**config.mk**
```make
export PLATFORM = sky130hd
export DESIGN_NAME = uecsr_top
export DESIGN_NICKNAME = d
export VERILOG_FILES = /design/src/rtl/uecsr_fix_note.sv /design/src/shared/uecsr_pkg.sv /design/src/rtl/uecsr_top.sv
export SDC_FILE = /design/constraint.sdc
export NUM_CORES = 1
export LEC_CHECK = 0
export CORE_MARGIN = 2
export CORE_UTILIZATION = 30
export DETAILED_ROUTE_END_ITERATION = 10
export DONT_BUFFER_PORTS = 1
export GPL_ROUTABILITY_DRIVEN = 0
export PLACE_DENSITY = 0.49
export SYNTH_ARGS = -nofsm -noshare
export SYNTH_HDL_FRONTEND = slang
export SYNTH_SLANG_ARGS = --single-unit
```
**constraint.sdc**
```tcl
create_clock -name i_sys_clk -period 3.65 [get_ports i_sys_clk]
set_clock_uncertainty 0.1 [all_clocks]
set_input_delay 0.5475 -clock i_sys_clk [delete_from_list [all_inputs] [get_ports i_sys_clk]]
set_output_delay 0.5475 -clock i_sys_clk [all_outputs]
set_load 0.02 [all_outputs]
```
**src/rtl/uecsr_fix_note.sv**
```systemverilog
`timescale 1ns/1ps

```
**src/shared/uecsr_pkg.sv**
```systemverilog
//==========================================================
// Endpoint CSR constants
package uecsr_pkg;
   // Endpoint count, slot 0 is endpoint 2, slot 1 is endpoint 3
   localparam int unsigned UECSR_NUM_EP = 2;
   localparam int unsigned UECSR_DW = 32;
   // Register byte addresses
   localparam logic [31:0] UECSR_EP2_ADDR = 32'hf00e0020;
   localparam logic [31:0] UECSR_EP3_ADDR = 32'hf00e0024;
   // Reset value shared by both endpoint registers
   localparam logic [31:0] UECSR_RESET = 32'h00000401;
   //==========================================================
   // Field positions
   localparam int unsigned UECSR_B_MAX_PACKET_SIZE_LO = 0;
   localparam int unsigned UECSR_B_MAX_PACKET_SIZE_HI = 3;
   localparam int unsigned UECSR_B_MAX_PACKET_SIZE_WE = 7;
   localparam int unsigned UECSR_B_TYPE_LO = 8;
   localparam int unsigned UECSR_B_OUT_ISO = 8;
   localparam int unsigned UECSR_B_OUT_ACLR = 9;
   localparam int unsigned UECSR_B_DIR_IN = 10;
   localparam int unsigned UECSR_B_IN_ISO = 11;
   localparam int unsigned UECSR_B_IN_ASET = 12;
   localparam int unsigned UECSR_B_TYPE_HI = 12;
   localparam int unsigned UECSR_B_TYPE_WE = 15;
   localparam int unsigned UECSR_B_OUT_RDY = 16;
   localparam int unsigned UECSR_B_OUT_FULL = 17;
   localparam int unsigned UECSR_B_OUT_OVR = 18;
   localparam int unsigned UECSR_B_OUT_DERR = 19;
   localparam int unsigned UECSR_B_OUT_FLUSH = 20;
   localparam int unsigned UECSR_B_OUT_SSTL = 21;
   localparam int unsigned UECSR_B_OUT_STSENT = 22;
   localparam int unsigned UECSR_B_OUT_TCLR = 23;
   localparam int unsigned UECSR_B_IN_RDY = 24;
   localparam int unsigned UECSR_B_IN_NEMP = 25;
   localparam int unsigned UECSR_B_IN_UNDR = 26;
   localparam int unsigned UECSR_B_IN_FLUSH = 27;
   localparam int unsigned UECSR_B_IN_SSTL = 28;
   localparam int unsigned UECSR_B_IN_STSENT = 29;
   localparam int unsigned UECSR_B_IN_TCLR = 30;
   // Packet size unit as a byte shift (8 bytes) and largest legal code
   localparam logic [2:0] UECSR_MAX_PACKET_SIZE_UNIT_SH = 3'h3;
   localparam logic [3:0] UECSR_MAX_PACKET_SIZE_LIMIT = 4'h8;
endpackage : uecsr_pkg

```
**src/rtl/uecsr_top.sv**
```systemverilog
// Design decision made here: the plain strobed port.
`timescale 1ns/1ps
//==========================================================
module uecsr_top
   import uecsr_pkg::*;
(
   input wire logic i_sys_clk, // System clock
   input wire logic i_srst, // Sync reset, high
   input wire logic [31:0] i_addr, // Register byte address
   input wire logic [31:0] i_wdata, // Write data
   input wire logic i_wr_stb, // Write strobe
   input wire logic i_rd_stb, // Read strobe
   output logic [31:0] o_rdata, // Read data, cycle after strobe
   input wire logic [uecsr_pkg::UECSR_NUM_EP-1:0] i_out_pkt_rcvd, // Packet loaded
   input wire logic [uecsr_pkg::UECSR_NUM_EP-1:0] i_out_fifo_full, // Level
   input wire logic [uecsr_pkg::UECSR_NUM_EP-1:0] i_out_overrun, // Data at full
   input wire logic [uecsr_pkg::UECSR_NUM_EP-1:0] i_out_data_err, // Bad packet
   input wire logic [uecsr_pkg::UECSR_NUM_EP-1:0] i_out_stall_tx, // STALL sent
   input wire logic [uecsr_pkg::UECSR_NUM_EP-1:0] i_out_flush_done, // Flushed
   input wire logic [uecsr_pkg::UECSR_NUM_EP-1:0] i_out_unloaded, // Last data read
   input wire logic [uecsr_pkg::UECSR_NUM_EP-1:0] i_in_pkt_sent, // Packet sent
   input wire logic [uecsr_pkg::UECSR_NUM_EP-1:0] i_in_fifo_not_empty, // Level
   input wire logic [uecsr_pkg::UECSR_NUM_EP-1:0] i_in_token, // IN token seen
   input wire logic [uecsr_pkg::UECSR_NUM_EP-1:0] i_in_stall_tx, // STALL sent
   input wire logic [uecsr_pkg::UECSR_NUM_EP-1:0] i_in_flush_done, // Flushed
   input wire logic [uecsr_pkg::UECSR_NUM_EP-1:0] i_in_max_packet_size_loaded, // Full pkt in
   output logic [uecsr_pkg::UECSR_NUM_EP-1:0] o_dir_in, // Direction is IN
   output logic [uecsr_pkg::UECSR_NUM_EP-1:0] o_out_iso, // OUT iso active
   output logic [uecsr_pkg::UECSR_NUM_EP-1:0] o_in_iso, // IN iso active
   output logic [uecsr_pkg::UECSR_NUM_EP-1:0] o_out_send_stall, // Stall OUT
   output logic [uecsr_pkg::UECSR_NUM_EP-1:0] o_in_send_stall, // Stall IN
   output logic [uecsr_pkg::UECSR_NUM_EP-1:0] o_out_fifo_flush, // Flush request
   output logic [uecsr_pkg::UECSR_NUM_EP-1:0] o_in_fifo_flush, // Flush request
   output logic [uecsr_pkg::UECSR_NUM_EP-1:0] o_out_toggle_clear, // Pulse
   output logic [uecsr_pkg::UECSR_NUM_EP-1:0] o_in_toggle_clear, // Pulse
   output logic [uecsr_pkg::UECSR_NUM_EP-1:0] o_in_packet_ready, // Ready to send
   output logic [uecsr_pkg::UECSR_NUM_EP-1:0][6:0] o_max_pkt_bytes // Size in bytes
);
   import uecsr_pkg::*;

   //==========================================================
   // Address decode
   // Only the two endpoint words decode; anything else reads zero
   function automatic logic ep_hit(input logic [31:0] addr, input int unsigned ep);
      logic [31:0] base;
      base = (ep == 0) ? UECSR_EP2_ADDR : UECSR_EP3_ADDR;
      return addr == base;
   endfunction : ep_hit

   //==========================================================
   // Register state, one slot per endpoint
   logic [UECSR_NUM_EP-1:0][3:0] max_packet_size_r;
   logic [UECSR_NUM_EP-1:0] out_iso_r;
   logic [UECSR_NUM_EP-1:0] out_aclr_r;
   logic [UECSR_NUM_EP-1:0] dir_in_r;
   logic [UECSR_NUM_EP-1:0] in_iso_r;
   logic [UECSR_NUM_EP-1:0] in_aset_r;
   logic [UECSR_NUM_EP-1:0] out_rdy_r;
   logic [UECSR_NUM_EP-1:0] out_rdy_nxt;
   logic [UECSR_NUM_EP-1:0] out_ovr_r;
   logic [UECSR_NUM_EP-1:0] out_derr_r;
   logic [UECSR_NUM_EP-1:0] out_flush_r;
   logic [UECSR_NUM_EP-1:0] out_sstl_r;
   logic [UECSR_NUM_EP-1:0] out_stsent_r;
   logic [UECSR_NUM_EP-1:0] out_tclr_r;
   logic [UECSR_NUM_EP-1:0] in_rdy_r;
   logic [UECSR_NUM_EP-1:0] in_undr_r;
   logic [UECSR_NUM_EP-1:0] in_flush_r;
   logic [UECSR_NUM_EP-1:0] in_sstl_r;
   logic [UECSR_NUM_EP-1:0] in_stsent_r;
   logic [UECSR_NUM_EP-1:0] in_tclr_r;
   logic [UECSR_NUM_EP-1:0] wr_ep;
   logic [UECSR_NUM_EP-1:0] wr_out;
   logic [UECSR_NUM_EP-1:0] wr_in;
   logic [UECSR_NUM_EP-1:0][31:0] rd_word;
   logic [31:0] rdata_r;

   //==========================================================
   // Per-endpoint register logic
   for (genvar e = 0; e < UECSR_NUM_EP; e++) begin : g_ep
      // Direction-qualified write strobes, old direction decides
      assign wr_ep[e] = i_wr_stb && ep_hit(i_addr, e);
      assign wr_out[e] = wr_ep[e] && !dir_in_r[e];
      assign wr_in[e] = wr_ep[e] && dir_in_r[e];

      // Size field behind its own write enable
      always_ff @(posedge i_sys_clk) begin
         if (i_srst) begin
            max_packet_size_r[e] <= UECSR_RESET[UECSR_B_MAX_PACKET_SIZE_HI:UECSR_B_MAX_PACKET_SIZE_LO];
         end else if (wr_ep[e] && i_wdata[UECSR_B_MAX_PACKET_SIZE_WE]) begin
            max_packet_size_r[e] <= i_wdata[UECSR_B_MAX_PACKET_SIZE_HI:UECSR_B_MAX_PACKET_SIZE_LO];
         end
      end

      // Type and direction group behind its own write enable
      always_ff @(posedge i_sys_clk) begin
         if (i_srst) begin
            {in_aset_r[e], in_iso_r[e], dir_in_r[e], out_aclr_r[e], out_iso_r[e]} <=
               UECSR_RESET[UECSR_B_TYPE_HI:UECSR_B_TYPE_LO];
         end else if (wr_ep[e] && i_wdata[UECSR_B_TYPE_WE]) begin
            {in_aset_r[e], in_iso_r[e], dir_in_r[e], out_aclr_r[e], out_iso_r[e]} <=
               i_wdata[UECSR_B_TYPE_HI:UECSR_B_TYPE_LO];
         end
      end

      // OUT packet ready; engine set wins over software or auto clear
      assign out_rdy_nxt[e] = (i_out_pkt_rcvd[e] && !dir_in_r[e]) ||
         (out_rdy_r[e] && !((wr_out[e] && i_wdata[UECSR_B_OUT_RDY]) ||
         (out_aclr_r[e] && i_out_unloaded[e])));
      always_ff @(posedge i_sys_clk) begin
         if (i_srst) begin
            out_rdy_r[e] <= 1'b0;
         end else begin
            out_rdy_r[e] <= out_rdy_nxt[e];
         end
      end

      // Error flag follows packet ready down, only in OUT iso
      always_ff @(posedge i_sys_clk) begin
         if (i_srst) begin
            out_derr_r[e] <= 1'b0;
         end else if (i_out_data_err[e] && o_out_iso[e]) begin
            out_derr_r[e] <= 1'b1;
         end else if (out_rdy_r[e] && !out_rdy_nxt[e]) begin
            out_derr_r[e] <= 1'b0;
         end
      end

      // Overrun in OUT iso; write one to clear
      always_ff @(posedge i_sys_clk) begin
         if (i_srst) begin
            out_ovr_r[e] <= 1'b0;
         end else if (i_out_overrun[e] && o_out_iso[e]) begin
            out_ovr_r[e] <= 1'b1;
         end else if (wr_out[e] && i_wdata[UECSR_B_OUT_OVR]) begin
            out_ovr_r[e] <= 1'b0;
         end
      end

      // Flush requests held until the engine reports done
      always_ff @(posedge i_sys_clk) begin
         if (i_srst) begin
            out_flush_r[e] <= 1'b0;
            in_flush_r[e] <= 1'b0;
         end else begin
            out_flush_r[e] <= (wr_out[e] && i_wdata[UECSR_B_OUT_FLUSH]) ||
               (out_flush_r[e] && !i_out_flush_done[e]);
            in_flush_r[e] <= (wr_in[e] && i_wdata[UECSR_B_IN_FLUSH]) ||
               (in_flush_r[e] && !i_in_flush_done[e]);
         end
      end

      // Send-stall levels written directly by software
      always_ff @(posedge i_sys_clk) begin
         if (i_srst) begin
            out_sstl_r[e] <= 1'b0;
            in_sstl_r[e] <= 1'b0;
         end else begin
            if (wr_out[e]) begin
               out_sstl_r[e] <= i_wdata[UECSR_B_OUT_SSTL];
            end
            if (wr_in[e]) begin
               in_sstl_r[e] <= i_wdata[UECSR_B_IN_SSTL];
            end
         end
      end

      // Stall-sent flags; engine report wins over write-one clear
      always_ff @(posedge i_sys_clk) begin
         if (i_srst) begin
            out_stsent_r[e] <= 1'b0;
            in_stsent_r[e] <= 1'b0;
         end else begin
            out_stsent_r[e] <= (i_out_stall_tx[e] && !dir_in_r[e]) ||
               (out_stsent_r[e] && !(wr_out[e] && i_wdata[UECSR_B_OUT_STSENT]));
            in_stsent_r[e] <= (i_in_stall_tx[e] && dir_in_r[e]) ||
               (in_stsent_r[e] && !(wr_in[e] && i_wdata[UECSR_B_IN_STSENT]));
         end
      end

      // Toggle clears are one-cycle pulses, the bits read as zero
      always_ff @(posedge i_sys_clk) begin
         if (i_srst) begin
            out_tclr_r[e] <= 1'b0;
            in_tclr_r[e] <= 1'b0;
         end else begin
            out_tclr_r[e] <= wr_out[e] && i_wdata[UECSR_B_OUT_TCLR];
            in_tclr_r[e] <= wr_in[e] && i_wdata[UECSR_B_IN_TCLR];
         end
      end

      // IN ready: stall blocks setting, sent packet or STALL clears
      always_ff @(posedge i_sys_clk) begin
         if (i_srst) begin
            in_rdy_r[e] <= 1'b0;
         end else if (((wr_in[e] && i_wdata[UECSR_B_IN_RDY]) ||
               (in_aset_r[e] && dir_in_r[e] && i_in_max_packet_size_loaded[e])) && !in_sstl_r[e]) begin
            in_rdy_r[e] <= 1'b1;
         end else if (i_in_pkt_sent[e] || i_in_stall_tx[e]) begin
            in_rdy_r[e] <= 1'b0;
         end
      end

      // Underrun in IN iso; token set wins over clear
      always_ff @(posedge i_sys_clk) begin
         if (i_srst) begin
            in_undr_r[e] <= 1'b0;
         end else begin
            in_undr_r[e] <= (i_in_token[e] && o_in_iso[e] && !in_rdy_r[e]) ||
               (in_undr_r[e] && !(wr_in[e] && i_wdata[UECSR_B_IN_UNDR]));
         end
      end

      // Engine-facing outputs; iso and send-stall levels gated by the selected direction
      assign o_dir_in[e] = dir_in_r[e];
      assign o_out_iso[e] = out_iso_r[e] && !dir_in_r[e];
      assign o_in_iso[e] = in_iso_r[e] && dir_in_r[e];
      assign o_out_send_stall[e] = out_sstl_r[e] && !dir_in_r[e];
      assign o_in_send_stall[e] = in_sstl_r[e] && dir_in_r[e];
      assign o_out_fifo_flush[e] = out_flush_r[e];
      assign o_in_fifo_flush[e] = in_flush_r[e];
      assign o_out_toggle_clear[e] = out_tclr_r[e];
      assign o_in_toggle_clear[e] = in_tclr_r[e];
      assign o_in_packet_ready[e] = in_rdy_r[e];
      // Size code scaled to bytes; codes above the limit pass through as stored
      assign o_max_pkt_bytes[e] = 7'(max_packet_size_r[e]) << UECSR_MAX_PACKET_SIZE_UNIT_SH;

      // Readback word; write-only, toggle and reserved bits read zero
      always_comb begin
         rd_word[e] = 32'h0;
         rd_word[e][UECSR_B_MAX_PACKET_SIZE_HI:UECSR_B_MAX_PACKET_SIZE_LO] = max_packet_size_r[e];
         rd_word[e][UECSR_B_OUT_ISO] = out_iso_r[e];
         rd_word[e][UECSR_B_OUT_ACLR] = out_aclr_r[e];
         rd_word[e][UECSR_B_DIR_IN] = dir_in_r[e];
         rd_word[e][UECSR_B_IN_ISO] = in_iso_r[e];
         rd_word[e][UECSR_B_IN_ASET] = in_aset_r[e];
         rd_word[e][UECSR_B_OUT_RDY] = out_rdy_r[e];
         rd_word[e][UECSR_B_OUT_FULL] = i_out_fifo_full[e] && !dir_in_r[e];
         rd_word[e][UECSR_B_OUT_OVR] = out_ovr_r[e];
         rd_word[e][UECSR_B_OUT_DERR] = out_derr_r[e];
         rd_word[e][UECSR_B_OUT_FLUSH] = out_flush_r[e];
         rd_word[e][UECSR_B_OUT_SSTL] = out_sstl_r[e];
         rd_word[e][UECSR_B_OUT_STSENT] = out_stsent_r[e];
         rd_word[e][UECSR_B_IN_RDY] = in_rdy_r[e];
         rd_word[e][UECSR_B_IN_NEMP] = i_in_fifo_not_empty[e] && dir_in_r[e];
         rd_word[e][UECSR_B_IN_UNDR] = in_undr_r[e];
         rd_word[e][UECSR_B_IN_FLUSH] = in_flush_r[e];
         rd_word[e][UECSR_B_IN_SSTL] = in_sstl_r[e];
         rd_word[e][UECSR_B_IN_STSENT] = in_stsent_r[e];
      end

   end

   //==========================================================
   // Read port: data valid only in the cycle after the strobe
   always_ff @(posedge i_sys_clk) begin
      if (i_srst) begin
         rdata_r <= 32'h0;
      end else if (i_rd_stb && ep_hit(i_addr, 0)) begin
         rdata_r <= rd_word[0];
      end else if (i_rd_stb && ep_hit(i_addr, 1)) begin
         rdata_r <= rd_word[1];
      end else begin
         rdata_r <= 32'h0;
      end
   end
   // Registered so read data carry no address decode glitches
   assign o_rdata = rdata_r;
endmodule : uecsr_top

```
; ---- Yosys cells after proc, flatten, opt, wreduce, memory -nomap -nowiden
; Index checks and enable logic that the tools add are counted.
[totals]
elab_cells = 181
register_bits = 76
inputBits = 94
out_inout_bits = 66
[classes]
eq_ne = 2
reduce_logical = 125
mux = 14
[ops]
columns = operator, n
row1 = 1-bit logical AND, 80
row2 = "32-bit == test, second input constant", 2
row3 = 30-bit 2-to-1 mux, 2
row4 = 1-bit logical NOT, 20
row5 = 1-bit logical OR, 18
row6 = 1-bit 2-to-1 mux, 12
row7 = 2-bit nonzero test, 6
row8 = 2-bit OR reduction, 1

; ---- Logic depth before layout (Yosys ltp)
[depth]
ltp_word = 12
depth_mapped = 7
depth_no_buf = 5

; ---- Worst setup path after synthesis
; Ideal clock, no wire load.
[synth_path]
path_type = input -> register
start = in i_addr[21]
end = reg dir_in_r[0] (netlist: o_dir_in[0])
path_buffers = 1
required_time_ns = 3.433
path_slack_ns = 1.517
setup_ns = 0.117
stages = 6
arrival_time_ns = 1.916
cell_sequence = nor4b_2 -> nand4_2 -> or4_4 -> buf_6 -> mux2i_1 -> nand2b_1
[synth_via]
elab_chain_len = 3
[synth_lines]
columns = element, line
row1 = start: declaration, uecsr_top.sv:9  ; input wire logic [31:0] i_addr,
row2 = 32-bit == test, uecsr_top.sv:47  ; return addr == base;
row3 = 1-bit logical AND, uecsr_top.sv:82  ; assign wr_ep[e] = i_wr_stb && ep_hit(i_addr, e);
row4 = 1-bit logical AND, uecsr_top.sv:100  ; end else if (wr_ep[e] && i_wdata[UECSR_B_TYPE_WE]) begin
row5 = end signal: indexed assignment, uecsr_top.sv:98  ; {in_aset_r[e], in_iso_r[e], dir_in_r[e], out_aclr_r[e], out_iso_r[e]} <=
row6 = end signal: indexed assignment, uecsr_top.sv:101  ; {in_aset_r[e], in_iso_r[e], dir_in_r[e], out_aclr_r[e], out_iso_r[e]} <=
row7 = end: declaration, uecsr_top.sv:55  ; logic [UECSR_NUM_EP-1:0] dir_in_r;
; Every way passes these cells.
; A chain may end at the register's enable or synchronous reset.

; ---- Final worst setup path
[layout_path]
start = in i_addr[12]
end = reg rdata_r[25] (netlist: o_rdata[25])
[layout_via]
elab_chain_len = 4
elab_cells_between_ends = 6
classes_between = 2 x eq/ne / 2 x mux / 2 x reduce/logical
[layout_lines]
columns = element, line
row1 = 32-bit == test, uecsr_top.sv:47
row2 = 1-bit logical AND, uecsr_top.sv:261  ; end else if (i_rd_stb && ep_hit(i_addr, 1)) begin
row3 = 30-bit 2-to-1 mux, uecsr_top.sv:261
row4 = 30-bit 2-to-1 mux *, uecsr_top.sv:259  ; end else if (i_rd_stb && ep_hit(i_addr, 0)) begin
row5 = end signal: assignment, uecsr_top.sv:260  ; rdata_r <= rd_word[0];
row6 = end signal: assignment, uecsr_top.sv:262  ; rdata_r <= rd_word[1];
row7 = end: declaration, uecsr_top.sv:76  ; logic [31:0] rdata_r;
; Mark *: on every way between the ends. The rest lies on a longest branch, timed or not.

==> metrics <==
Crit path required time 3.83 ns; Critical Path Max Stage Delay 0.44 ns; post-cts gate resize count 0; layout cell share with drive strength beyond 1 0.111; hold depth 1; Worst-Margin Slew 0.696 ns; global-route wire length before repair between 10 and 15 mm; HPWL Detailed 5.83 mm; die width 103 um; Final Hold Fails 0; Mapped Area 2950 um2; Root Driver clkbuf_8; Initial Util 0.306; final slew viol count 0; # IOs 160; number of flip-flops in the largest register 22; prevailing post-synth register cell dfxtp_1; DRT antenna net count 0; H-tree lvl count 3; Max clock buf depth 2; Rel. slew slack 0.536; FF+latch area between 1000 and 1500 um2; fillcell total 1,036; crit-path cells nor4_2 > nand4_2 > or2_4 > nor3_4 > buf_4 > a32o_1; Worst setup EP type flip-flop; achievable frequency 448 MHz; clk slew on worst S/H paths 0.07 ns; Arr. time, crit path 2.41 ns; Mapped Avg Cell Area slightly below 10 um2; n_diodes 0; Setup CP Type in2reg; Vias approximately 2,200; HP Class in2reg; crit start category primary input; vias per cell approximately 5.2; WP depth 6; VDD IR max 0.000116 V; worst min-delay path startpoint i_srst; clk_lat worst skew around 0.34 ns; hold_buf cts 0; RSZ-0062 raised after global routing false; Slowest-stage cell, CP or2_4; number of global-route vias before repair between 2,000 and 2,500; asr flop ratio synth 0; Tcrit/Tclk final 0.612; Pre-antenna DRT Iters 4; drc violations 0; wire per inst 19.0 um; Die ar. 10,600 um2; CTS tree yes; Max Cap Viol 0; core area between 9000 and 10,000 um2; Overflow after GRT 0; footprint of the multi-input gates 1430 um2; Mapped Cells 298; Die Ht slightly above 100 um; final WL 8.15 mm; Final setup viols 0; Setup Buffers After CTS 0; post-synth cell types 45; launch point of the critical path i_addr[12]; Post-layout nets slightly below 400; Seq cells post-synth 66; Iter 0 DRT Violations between 70 and 80; status completed; Synth warnings 0; PD cells 415 nW/um2; WP buf/inv 1; # port buffers 0; CTS Sinks 66; initial antenna violation count 0; CP delay by family, top simple AND/OR/NAND/NOR gates; r2r worst-path depth 3; R2R setup slack slightly above 2 ns; Post-synth EDFFs 0; Lkg Pwr between 1 and 1.5 nW; sequential cell area fraction in the yosys report 0.448; worst-path fanout max 21; Tmin final 2.23 ns; num rows 36; CTS Buf Count 9; origin of the critical flop-to-flop path o_dir_in[0]; total power ~1.3 mW; largest net degree at the start of global routing 44; aggregate global-route resource usage 0.151; Fin Setup TNS 0 ns; Syn-to-layout area delta 5.81%
## layer usage
layer  part of all wire  wire length [um]  global-route usage  vias to the layer above
met4              0.010                82              0.0597                        0
met5                  0                 0                   0                        -
met3               0.10               842              0.0598                        6
li1                   -                 -                   -                     1044
met2               0.45              3700               0.234                      115
met1               0.43              3520               0.188                     1057
## Yosys cell counts, types with 5 or more instances
master | n | share of area
mux2i_1 | 18 | 0.061
dfxtp_1 | 66 | 0.45
nand2_1 | 14 | 0.018
nor2_1 | 21 | 0.027
clkbuf_1 | 10 | 0.013
buf_6 | 7 | 0.027
nand4_1 | 10 | 0.021
o21ai_0 | 6 | 0.010
nor2b_1 | 9 | 0.019
and2_1 | 5 | 0.011
a22o_1 | 17 | 0.050
nand2b_1 | 13 | 0.028
buf_4 | 16 | 0.041
a21oi_1 | 22 | 0.037
nand3_1 | 11 | 0.019
## final timing paths
kind / to
worst max-delay path: o_rdata[25]
worst min-delay path: in_sstl_r[1]
worst max register to register: out_derr_r[0]
worst min register to register: out_ovr_r[1]
## power by group
group          total, mW  internal [mW]  switching, mW  leakage, nW
Combinational     0.0400         0.0117         0.0283        0.494
Clock              0.535          0.263          0.272       0.0872
Sequential         0.722          0.721       0.000694        0.532
## layout make-up
cell class | count | share of cell area
clock buffer | 13 | 0.0477
clock inverter | 3 | 0.00481
inverter | 2 | 0.00240
multi-input combinational | 208 | 0.457
sequential | 66 | 0.423
tap | 133 | 0.0533
timing repair buffer | 5 | 0.0120
## cells in the final DEF, fill, tap and decap left out, types with 5 or more instances in the layout
cell type / n
conb_1: 16
clkbuf_8: 10
nor2b_1: 9
mux2i_1: 18
nand4_1: 10
dfxtp_1: 66
and2_1: 5
buf_4: 5
a21oi_1: 22
a22o_1: 17
nand3_1: 11
o21ai_0: 6
nand2b_1: 13
nor2_1: 21
nand2_1: 14
## kinds of logic (layout without fill, tap and decap cells)
kind of cell | Yosys count | in the layout | synth area share
mux | 18 | 18 | 0.0610
simple gates | 110 | 110 | 0.253
compound gates | 64 | 64 | 0.149
other cells | 1 | 16 | 0.00127
buf+inv | 39 | 23 | 0.0882
flops | 66 | 66 | 0.448
## stage by stage
stage,setup slack (ns),area (um2),utilization,hold slack (ns),instances
2_1_floorplan,1.52,3010,-,0.336,313
4_1_cts,1.40,3120,0.324,0.144,430
6_report,1.42,3120,0.324,0.166,430
5_1_grt,1.31,3120,0.324,0.143,430
3_3_place_gp,1.05,2960,0.307,0.349,414
3_5_place_dp,1.04,2960,0.307,0.351,414
No activity file was read; power rests on OpenSTA's default activity.
